$ cat src/inc/pam_pkg.sv
// Constants, register map and state layout of the PCI/Add-On mailbox unit.
// How it works
// - An outgoing write also fills the far incoming box and sets both full flags.
// - Reading an incoming box clears its full flags in both status views.
// - PCI outgoing bytes 0 and 1 flag bits 12 and 13; flags follow byte strobes.
// - Each side's reset control register has a bit clearing every mailbox flag.
// - Writing one clears all flags at once; zero does nothing; status ignores writes.
// - Each side enables incoming-full and outgoing-empty interrupts on its own chosen byte.
// - Selected incoming byte full with enable raises that side's interrupt.
// - Selected outgoing byte emptied by the far side's read raises that side's interrupt.
// - External port line n loads Add-On outgoing mailbox bit 24 plus n.
// - Direction strap high means input only; low means bidirectional port.
// - Input mode: load low at an Add-On clock edge writes byte 3 like a bus write.
// - Add-On outgoing byte 3 keeps the most recent write from port or bus.
// - Bidirectional with load high: port drives PCI outgoing byte 3, updated on PCI writes.
// - Bidirectional with load low: port released so outside data can be loaded.
// - A turnaround cycle separates device drive from outside drive on the port.
// - No burst to mailbox registers; a burst ends with disconnect after current data.
// - Writes to full bytes overwrite; reads of empty bytes return stale contents.
// - PCI interrupt asserts on the edge after the completing Add-On write or read.
// - PCI interrupt drops one clock after software writes one to its source bit.
// - Add-On interrupt asserts on the edge after the completing PCI write or read.
// - Add-On interrupt drops one clock after a one is written to its source bit.
`default_nettype none
package pam_pkg;
  localparam logic [7:0] OFS_P_OUTBOX = 8'h00;
  localparam logic [7:0] OFS_P_INBOX = 8'h04;
  localparam logic [7:0] OFS_P_FLAGS = 8'h08;
  localparam logic [7:0] OFS_P_ICSR = 8'h0C;
  localparam logic [7:0] OFS_P_RESET = 8'h10;
  localparam logic [7:0] OFS_A_OUTBOX = 8'h40;
  localparam logic [7:0] OFS_A_INBOX = 8'h44;
  localparam logic [7:0] OFS_A_FLAGS = 8'h48;
  localparam logic [7:0] OFS_A_ICSR = 8'h4C;
  localparam logic [7:0] OFS_A_RESET = 8'h50;
  // Flag fields of the two status views.
  localparam int P_FLAG_IN_LSB = 28;
  localparam int P_FLAG_OUT_LSB = 12;
  localparam int A_FLAG_OUT_LSB = 28;
  localparam int A_FLAG_IN_LSB = 12;
  // PCI interrupt control/status fields.
  localparam int P_OSEL_LSB = 0;
  localparam int P_OEN_BIT = 4;
  localparam int P_ISEL_LSB = 8;
  localparam int P_IEN_BIT = 12;
  localparam int P_OINT_BIT = 16;
  localparam int P_IINT_BIT = 17;
  localparam int P_ASSERT_BIT = 23;
  // Add-On interrupt control/status fields.
  localparam int A_ISEL_LSB = 0;
  localparam int A_IEN_BIT = 4;
  localparam int A_OSEL_LSB = 8;
  localparam int A_OEN_BIT = 12;
  localparam int A_IINT_BIT = 16;
  localparam int A_OINT_BIT = 17;
  localparam int A_ASSERT_BIT = 23;
  localparam int FLAG_RESET_BIT = 0;
  localparam int BYTE3_LSB = 24;
  // Pin synchroniser vector layout.
  localparam int SY_PORT_LSB = 0;
  localparam int SY_STRAP_BIT = 8;
  localparam int SY_LOAD_BIT = 9;
  localparam int SY_CLK_BIT = 10;
  localparam logic [10:0] SYNC_RST = 11'h300;
  localparam logic [31:0] WORD_ZERO = 32'h0000_0000;

  typedef struct packed {
    logic [10:0] sync1;
    logic [10:0] sync2;
    logic [10:0] sync3;
    logic [10:0] filt;
    logic [31:0] p2a_box;
    logic [31:0] a2p_box;
    logic [3:0] p2a_full;
    logic [3:0] a2p_full;
    logic [1:0] p_osel;
    logic [1:0] p_isel;
    logic p_oen;
    logic p_ien;
    logic p_oint;
    logic p_iint;
    logic [1:0] a_osel;
    logic [1:0] a_isel;
    logic a_oen;
    logic a_ien;
    logic a_oint;
    logic a_iint;
    logic arm;
    logic drive;
    logic [31:0] rdata;
    logic slverr;
  } pam_state_s;
endpackage
`default_nettype wire

$ cat src/rtl/pam_mailbox.sv
// Mailbox pair with flags, interrupts and external byte port behind one APB slave.
//
// Decided for this implementation: the placing of the registers and the APB slave port.
`default_nettype none
module pam_mailbox
  import pam_pkg::*;
(
  input wire logic sys_clk,
  input wire logic rst_n,
  input wire logic psel,
  input wire logic penable,
  input wire logic pwrite,
  input wire logic [7:0] paddr,
  input wire logic [31:0] pwdata,
  input wire logic [3:0] pstrb,
  output logic [31:0] prdata,
  output logic pready,
  output logic pslverr,
  input wire logic addon_clk,
  input wire logic load_n,
  input wire logic byte_port_direction_strap,
  input wire logic [7:0] external_byte_port_in,
  output logic [7:0] external_byte_port_out,
  output logic external_byte_port_oe,
  output logic pci_int_n_out,
  output logic pci_int_n_oe,
  output logic addon_irq_n
);
  pam_state_s s_reg;
  pam_state_s s_next;

  always_comb begin
    logic acc;
    logic wr;
    logic rd;
    logic edge_seen;
    logic load_low;
    logic bidir;
    logic port_load;
    logic flag_clear;
    logic [3:0] a_strb;
    logic [31:0] word;
    logic p_in_ev;
    acc = psel & penable;
    wr = acc & pwrite;
    rd = acc & ~pwrite;
    edge_seen = 1'b0;
    load_low = 1'b0;
    bidir = 1'b0;
    port_load = 1'b0;
    flag_clear = 1'b0;
    a_strb = 4'h0;
    word = WORD_ZERO;
    p_in_ev = 1'b0;
    s_next = s_reg;

    // Three-stage pin capture; a bit moves only once stages two and three agree.
    s_next.sync1 = {addon_clk, load_n, byte_port_direction_strap, external_byte_port_in};
    s_next.sync2 = s_reg.sync1;
    s_next.sync3 = s_reg.sync2;
    for (int i = 0; i < 11; i++) begin
      if (s_reg.sync2[i] == s_reg.sync3[i]) begin
        s_next.filt[i] = s_reg.sync3[i];
      end
    end
    edge_seen = ~s_reg.filt[SY_CLK_BIT] & s_next.filt[SY_CLK_BIT];
    load_low = ~s_reg.filt[SY_LOAD_BIT];
    bidir = ~s_reg.filt[SY_STRAP_BIT];

    // Load is honoured in input mode, or in bidirectional mode once the drive is off.
    port_load = edge_seen & load_low & (~bidir | ~s_reg.drive);

    // The port drives only after two Add-On edges with load high: one is turnaround.
    s_next.arm = bidir & ~load_low & (s_reg.arm | edge_seen);
    s_next.drive = bidir & ~load_low & (s_reg.drive | (edge_seen & s_reg.arm));

    // Flag reset from either side; sets below are applied after it and win.
    if (wr && (paddr == OFS_P_RESET || paddr == OFS_A_RESET) && pstrb[0]) begin
      flag_clear = pwdata[FLAG_RESET_BIT];
    end
    if (flag_clear) begin
      s_next.p2a_full = 4'h0;
      s_next.a2p_full = 4'h0;
    end

    // Incoming reads: whole-word access empties every byte of the box.
    if (rd && paddr == OFS_A_INBOX) begin
      s_next.p2a_full = 4'h0;
      if (s_reg.p_oen && s_reg.p2a_full[s_reg.p_osel]) begin
        s_next.p_oint = 1'b1;
      end
    end
    if (rd && paddr == OFS_P_INBOX) begin
      s_next.a2p_full = 4'h0;
      if (s_reg.a_oen && s_reg.a2p_full[s_reg.a_osel]) begin
        s_next.a_oint = 1'b1;
      end
    end

    // Outgoing writes fill the shared box and set both views of the flags.
    if (wr && paddr == OFS_P_OUTBOX) begin
      for (int i = 0; i < 4; i++) begin
        if (pstrb[i]) begin
          s_next.p2a_box[i*8 +: 8] = pwdata[i*8 +: 8];
          s_next.p2a_full[i] = 1'b1;
        end
      end
      if (s_reg.a_ien && pstrb[s_reg.a_isel]) begin
        s_next.a_iint = 1'b1;
      end
    end
    if (wr && paddr == OFS_A_OUTBOX) begin
      a_strb = pstrb;
      for (int i = 0; i < 4; i++) begin
        if (pstrb[i]) begin
          s_next.a2p_box[i*8 +: 8] = pwdata[i*8 +: 8];
          s_next.a2p_full[i] = 1'b1;
        end
      end
    end
    // A port load in the same cycle as a bus write of byte 3 is taken as the later one.
    if (port_load) begin
      a_strb[3] = 1'b1;
      s_next.a2p_box[BYTE3_LSB +: 8] = s_reg.filt[SY_PORT_LSB +: 8];
      s_next.a2p_full[3] = 1'b1;
    end
    p_in_ev = s_reg.p_ien & a_strb[s_reg.p_isel];
    if (p_in_ev) begin
      s_next.p_iint = 1'b1;
    end

    // Interrupt control/status: one to a source bit clears it unless an event sets it.
    if (wr && paddr == OFS_P_ICSR) begin
      if (pstrb[0]) begin
        s_next.p_osel = pwdata[P_OSEL_LSB +: 2];
        s_next.p_oen = pwdata[P_OEN_BIT];
      end
      if (pstrb[1]) begin
        s_next.p_isel = pwdata[P_ISEL_LSB +: 2];
        s_next.p_ien = pwdata[P_IEN_BIT];
      end
      if (pstrb[2] && pwdata[P_OINT_BIT] && s_next.p_oint == s_reg.p_oint) begin
        s_next.p_oint = 1'b0;
      end
      // A port load in the clearing cycle keeps the source set when byte 3 is selected and enabled.
      if (pstrb[2] && pwdata[P_IINT_BIT] && !p_in_ev) begin
        s_next.p_iint = 1'b0;
      end
    end
    if (wr && paddr == OFS_A_ICSR) begin
      if (pstrb[0]) begin
        s_next.a_isel = pwdata[A_ISEL_LSB +: 2];
        s_next.a_ien = pwdata[A_IEN_BIT];
      end
      if (pstrb[1]) begin
        s_next.a_osel = pwdata[A_OSEL_LSB +: 2];
        s_next.a_oen = pwdata[A_OEN_BIT];
      end
      if (pstrb[2] && pwdata[A_IINT_BIT] && s_next.a_iint == s_reg.a_iint) begin
        s_next.a_iint = 1'b0;
      end
      if (pstrb[2] && pwdata[A_OINT_BIT] && s_next.a_oint == s_reg.a_oint) begin
        s_next.a_oint = 1'b0;
      end
    end

    // Read data is prepared in the setup cycle so that prdata comes from a flop.
    if (psel && !penable) begin
      s_next.slverr = 1'b0;
      case (paddr)
        OFS_P_OUTBOX: word = s_reg.p2a_box;
        OFS_P_INBOX: word = s_reg.a2p_box;
        OFS_P_FLAGS: begin
          word[P_FLAG_IN_LSB +: 4] = s_reg.a2p_full;
          word[P_FLAG_OUT_LSB +: 4] = s_reg.p2a_full;
        end
        OFS_P_ICSR: begin
          word[P_OSEL_LSB +: 2] = s_reg.p_osel;
          word[P_OEN_BIT] = s_reg.p_oen;
          word[P_ISEL_LSB +: 2] = s_reg.p_isel;
          word[P_IEN_BIT] = s_reg.p_ien;
          word[P_OINT_BIT] = s_reg.p_oint;
          word[P_IINT_BIT] = s_reg.p_iint;
          word[P_ASSERT_BIT] = s_reg.p_oint | s_reg.p_iint;
        end
        OFS_A_OUTBOX: word = s_reg.a2p_box;
        OFS_A_INBOX: word = s_reg.p2a_box;
        OFS_A_FLAGS: begin
          word[A_FLAG_OUT_LSB +: 4] = s_reg.a2p_full;
          word[A_FLAG_IN_LSB +: 4] = s_reg.p2a_full;
        end
        OFS_A_ICSR: begin
          word[A_ISEL_LSB +: 2] = s_reg.a_isel;
          word[A_IEN_BIT] = s_reg.a_ien;
          word[A_OSEL_LSB +: 2] = s_reg.a_osel;
          word[A_OEN_BIT] = s_reg.a_oen;
          word[A_IINT_BIT] = s_reg.a_iint;
          word[A_OINT_BIT] = s_reg.a_oint;
          word[A_ASSERT_BIT] = s_reg.a_oint | s_reg.a_iint;
        end
        OFS_P_RESET, OFS_A_RESET: word = WORD_ZERO;
        default: s_next.slverr = 1'b1;
      endcase
      s_next.rdata = word;
    end
  end

  always_ff @(posedge sys_clk or negedge rst_n) begin
    if (!rst_n) begin
      s_reg <= '0;
      s_reg.sync1 <= SYNC_RST;
      s_reg.sync2 <= SYNC_RST;
      s_reg.sync3 <= SYNC_RST;
      s_reg.filt <= SYNC_RST;
    end else begin
      s_reg <= s_next;
    end
  end

  // Every access is single-beat with no wait states, so a burst cannot form.
  assign pready = psel & penable;
  assign prdata = s_reg.rdata;
  assign pslverr = s_reg.slverr;
  assign external_byte_port_out = s_reg.p2a_box[BYTE3_LSB +: 8];
  assign external_byte_port_oe = s_reg.drive;
  assign pci_int_n_out = 1'b0;
  assign pci_int_n_oe = s_reg.p_oint | s_reg.p_iint;
  assign addon_irq_n = ~(s_reg.a_oint | s_reg.a_iint);
endmodule
`default_nettype wire

$ cat config.mk
export PLATFORM = sky130hd
export DESIGN_NAME = pam_mailbox
export DESIGN_NICKNAME = d
export VERILOG_FILES = /design/src/inc/pam_pkg.sv /design/src/rtl/pam_mailbox.sv
export SDC_FILE = /design/constraint.sdc
export NUM_CORES = 1
export LEC_CHECK = 0
export ABC_AREA = 1
export BUFFER_PORTS_ARGS = -buffer_cell sky130_fd_sc_hd__buf_2
export CAP_MARGIN = 10
export CORE_ASPECT_RATIO = 1.4
export CORE_UTILIZATION = 49
export DETAILED_ROUTE_END_ITERATION = 16
export PLACE_DENSITY = 0.72
export SYNTH_ARGS = -nofsm -noshare
export SYNTH_HDL_FRONTEND = slang
export SYNTH_SLANG_ARGS = --single-unit
$ cat constraint.sdc
create_clock -name sys_clk -period 2 [get_ports sys_clk]
set_clock_uncertainty 0.15 [all_clocks]
set_input_delay 0.4 -clock sys_clk [delete_from_list [all_inputs] [get_ports sys_clk]]
set_output_delay 0.4 -clock sys_clk [all_outputs]
set_load 0.01 [all_outputs]
# Word-level counts from Yosys, hierarchy flattened
# Cells that the tools add are included.
[classes]
add_sub_neg = 0
n_mul = 0
div = 0
magnitude_cmp = 4
n_eq_ne = 23
shifts = 0
n_mux = 59
bitwise_logic = 22
reduce_logical = 40
[op_table]
columns = ["cell", "n"]
rows = [
  ["8-bit 2-to-1 mux", 6],
  ["8-bit by 7-bit == test with 1-bit output (second input constant)", 5],
  ["32-bit 2-to-1 mux", 1],
  ["1-bit 2-to-1 mux", 28],
  ["2-bit one-hot mux with 4 select lines", 3],
  ["2-bit AND reduction", 12],
  ["4-bit 2-to-1 mux", 5],
  ["1-bit logical AND", 18],
  ["8-bit by 4-bit == test with 1-bit output (second input constant)", 2],
  ["1-bit == test", 14],
  ["2-bit by 3-bit < comparator with 1-bit output (second input constant)", 4],
  ["4-bit one-hot mux with 3 select lines", 1],
  ["1-bit AND", 11],
  ["5-bit one-hot mux with 2 select lines", 1],
  ["10-bit OR reduction", 1],
  ["3-bit one-hot mux with 3 select lines", 1],
  ["1-bit binary-select mux with 2-bit select", 4],
  ["8-bit by 3-bit == test with 1-bit output (second input constant)", 1],
  ["8-bit by 5-bit == test with 1-bit output (second input constant)", 1],
  ["8-bit zero test", 1],
  ["1-bit one-hot mux with 4 select lines", 2],
  ["2-bit one-hot mux with 2 select lines", 2],
  ["4-bit one-hot mux with 2 select lines", 1],
  ["1-bit inverter", 6],
  ["8 further kinds", 17],
]
[word_totals]
regBits = 167
latch_bits = 0
ram_bits = 0
romBits = 0
input_bits = 60
output_inout_bits = 46
elab_cells = 188
n_memories = 0

# Longest topological paths before layout
[depth]
depth_word = 13
ltp_mapped = 11

# Least setup slack after synthesis
# No wires, ideal clock.
[synth_timing]
path_type = "reg2reg"
startpoint = "register s_reg[131] in the netlist's numbering"
endpoint = "register s_reg[90] in the netlist's numbering"
setup_ns = 0.121
t_arrival_ns = 1.304
setup_slack_ns = 0.426
stages_incl_launch_ff = 9
synth_period_minus_slack_ns = 1.574
cell_sequence = "dfstp_2 -> inv_1 -> a21oi_1 -> nand2_1 -> nand2_1 -> nand2_4 -> buf_6 -> nand2_1 -> o21ai_2"
[synth_between]
elab_chain_cells = 4
elab_cells_between_ends = 6
[synth_rtl]
columns = ["item", "line", "text"]
rows = [
  ["from (decl)", "pam_mailbox.sv:29", "pam_state_s s_reg;"],
  ["from (signal assigned)", "pam_mailbox.sv:216", "s_reg <= s_next;"],
  ["1-bit OR *", "pam_mailbox.sv:71", "port_load = edge_seen & load_low & (~bidir | ~s_reg.drive);"],
  ["1-bit AND *", "pam_mailbox.sv:71", ""],
  ["2-bit nonzero test (no source line)", "--", ""],
  ["2-bit AND reduction (no source line)", "--", ""],
]
# Mark *: on every way between the ends. The rest lies on a longest branch, timed or not.
# A chain may end at the register's enable or synchronous reset.

# Worst setup path after layout
[layout_timing]
startpoint = "register s_reg[44] in the netlist's numbering"
endpoint = "output pci_int_n_oe"
[layout_between]
elab_chain_cells = 1
[layout_rtl]
columns = ["item", "line", "text"]
rows = [
  ["1-bit OR", "pam_mailbox.sv:227", "assign pci_int_n_oe = s_reg.p_oint | s_reg.p_iint;"],
  ["to (decl)", "pam_mailbox.sv:26", "output logic pci_int_n_oe,"],
]
# Every way passes these cells.

==> impl_metrics.yaml <==
cts:
  clock_path_buffers: 2
  cts_sinks: 167
  cts_setup_buffers: 0
  cts_resized: 0
  cts-root-buf: "clkbuf_16"
  cts_buffers: 17
  cts_tree: "built"
  clk_latency_ns: 0.43
  clk_pin_slew_ns: 0.07
  htreeDepth: 4
layout:
  stdcell_count: 1080
  layout-drive-gt1-share_pct: 26.7
  largest_reg_flops: 103
  finalNetCount: 935
  area_growth_syn_to_layout_pct: 15.7
  fin_area_sq_um: 8620
  insertedDiodeCount: 0
  n_fill_cell: 1342
hold_path:
  hold_path_class: "in -> reg"
routing:
  ant_nets: 0
  via_per_inst: 5.08
  num_vias: 5490
  route.detailed.drc: 0
  detail_route.wl_per_cell_um: 15.1
  drt_iter0_drc: 324
  wl_um: 16300
  drt-pass1-iter-count: 4
die:
  dieArea_sq_um: 15700
  row_count: 53
  core_sq_um: 14900
  ios: 106
  die_w_um: 106
  dieHeight_um: 148
  initial_core_util_pct: 49.9
synth:
  async_reset_ff_share_pct: 100
  synthMostInstantiatedCell: "nand2_1"
  syn-num-nets: 846
  ys_warn_count: 0
  ys_ff_latch: 167
  synthCells: 786
  synth.top_cell.area_share_pct: 53.4
  netlist_top_cells_count: "nand2_1, dfrtp_1, inv_1"
  synth_ff_type: "dfrtp_1"
  syn_area_sq_um: 7450
  synth_cell_types: 34
  seq_area_frac_synth_pct: 56.2
  synth_top_area_cell: "dfrtp_1"
  synth_area_leaders: "dfrtp_1, nand2_1, o21ai_2"
  syn_area_per_cell_sq_um: 9.48
  synth-edff-count: 0
worst_setup_path:
  crit_type: "reg -> out"
  path_max_fanout: 4
  crit_required_ns: 1.45
  arrival_ns: 1.28
  worstSetupEndpointType: "output port"
  startpoint_type: "flip-flop"
grt:
  antenna_found_initial: 0
  grt-ovfl-total: 0
  track_usage_pct: 22.3
  grt_max_degree: 60
  grt_pass1_wl_um: 26900
  grt_pass1_vias: 5463
power_and_ir_drop:
  powerDensity_nw_per_um2: 832
  leakage_nw: 4.39
  ir_worst_vdd_v: 0.000548
placed_design:
  port_buffers: 104
  dpl.cell_count: 1036
  placed_cell_area_sq_um: 7940
  place_congestion: 0.835
  dpl.hpwl_um: 11500
  post-place-ws_ns: 0.182
timing:
  layout_min_cycle_time_ns: 1.83
  hold_slack_ns: 0.0517
  fin_crit_sh_pct: 91.4
  tns_ns: 0
  worst_slack_ns: 0.172
  setup_violations: 0
  fmaxAchievable_mhz: 547
  finalMaxSlewViolations: 0
  finalHoldViolCount: 0
  rsz0062_at_grt: "false"
run_status:
  outcome: "finished clean"
flow_run:
  cap_violations: 0
-- through the flow --
stage	utilization, %	total power, mW
after CTS	57.8	7.26
after global routing	57.8	7.45
after global placement	53.2	4.11
after floorplan	-	3.90
final	57.8	7.17
after detailed placement	53.2	4.12
-- cell families (layout without fill, tap and decap cells) --
logic type	after synthesis	after routing	share of synthesized area (%)
adder cells (fa/ha/maj)	11	11	1.48
flip-flops	167	167	56.2
AO/OA/AOI/OAI	136	136	11.3
AND/OR/NAND/NOR	351	351	21.4
buffers and inverters	120	222	9.55
other	1	1	0.0503
-- worst max-delay path, cell delays in order, from the launching register on --
cell,delay (ns)
dfrtp_1,0.40
or2_2,0.31
buf_2,0.14
-- placed cells by master (no fill, tap or decap), drive strengths merged --
master / instances
dlygate4sd3: 12
dfrtp: 159
a21oi: 39
nand2: 256
o211ai: 1
nand3b: 1
nand3: 32
clkinvlp: 3
clkinv: 1
o32ai: 1
or2: 1
buf: 122
clkbuf: 18
maj3: 11
o21ai: 95
dfstp: 8
inv: 66
nor2: 46
nand4: 11
nor3: 4
conb: 1
-- cell type report --
class	count	area (sq um)	share of cell area, %
Sequential cell	167	4190	48.6
Multi-Input combinational cell	499	2550	29.6
Timing Repair Buffer	134	870	10.1
Clock buffer	18	429	4.98
Tap cell	192	240	2.79
Inverter	56	215	2.50
Clock inverter	14	126	1.47
-- routing by layer --
layer,GRT usage (%),vias up,part of all wire [%]
met5,0,-,0
met4,10.0,0,3.1
met3,4.01,34,3.7
met2,36.4,143,49
met1,29.0,2646,44
li1,-,2667,-
-- final timing paths --
path,startpoint,endpoint,slack [ns],cells past startpoint
worst min-delay path,pwdata[5],s_reg[64],0.05,3
max in group asynchronous,rst_n,s_reg[132],0.96,3
min in group asynchronous,rst_n,prdata[21],0.19,2
worst max register to register,s_reg[131],s_reg[90],0.36,7
worst min register to register,s_next[152],s_next[141],0.20,0
worst max-delay path,s_reg[44],pci_int_n_oe,0.17,2
-- report_power, final --
group | internal, mW | leakage (nW) | switching, mW
combinational | 0.184 | 1.95 | 0.298
sequential | 3.51 | 2.18 | 0.0683
clock | 1.64 | 0.266 | 1.46
-- what timing repair did --
| action | CTS | global route |
|---|---|---|
| hold endpoints to repair | 170 | 0 |
| hold buffers | 12 | 0 |
| endpoints found under the setup margin | 0 | 0 |
(Power assumes the default switching activity.)
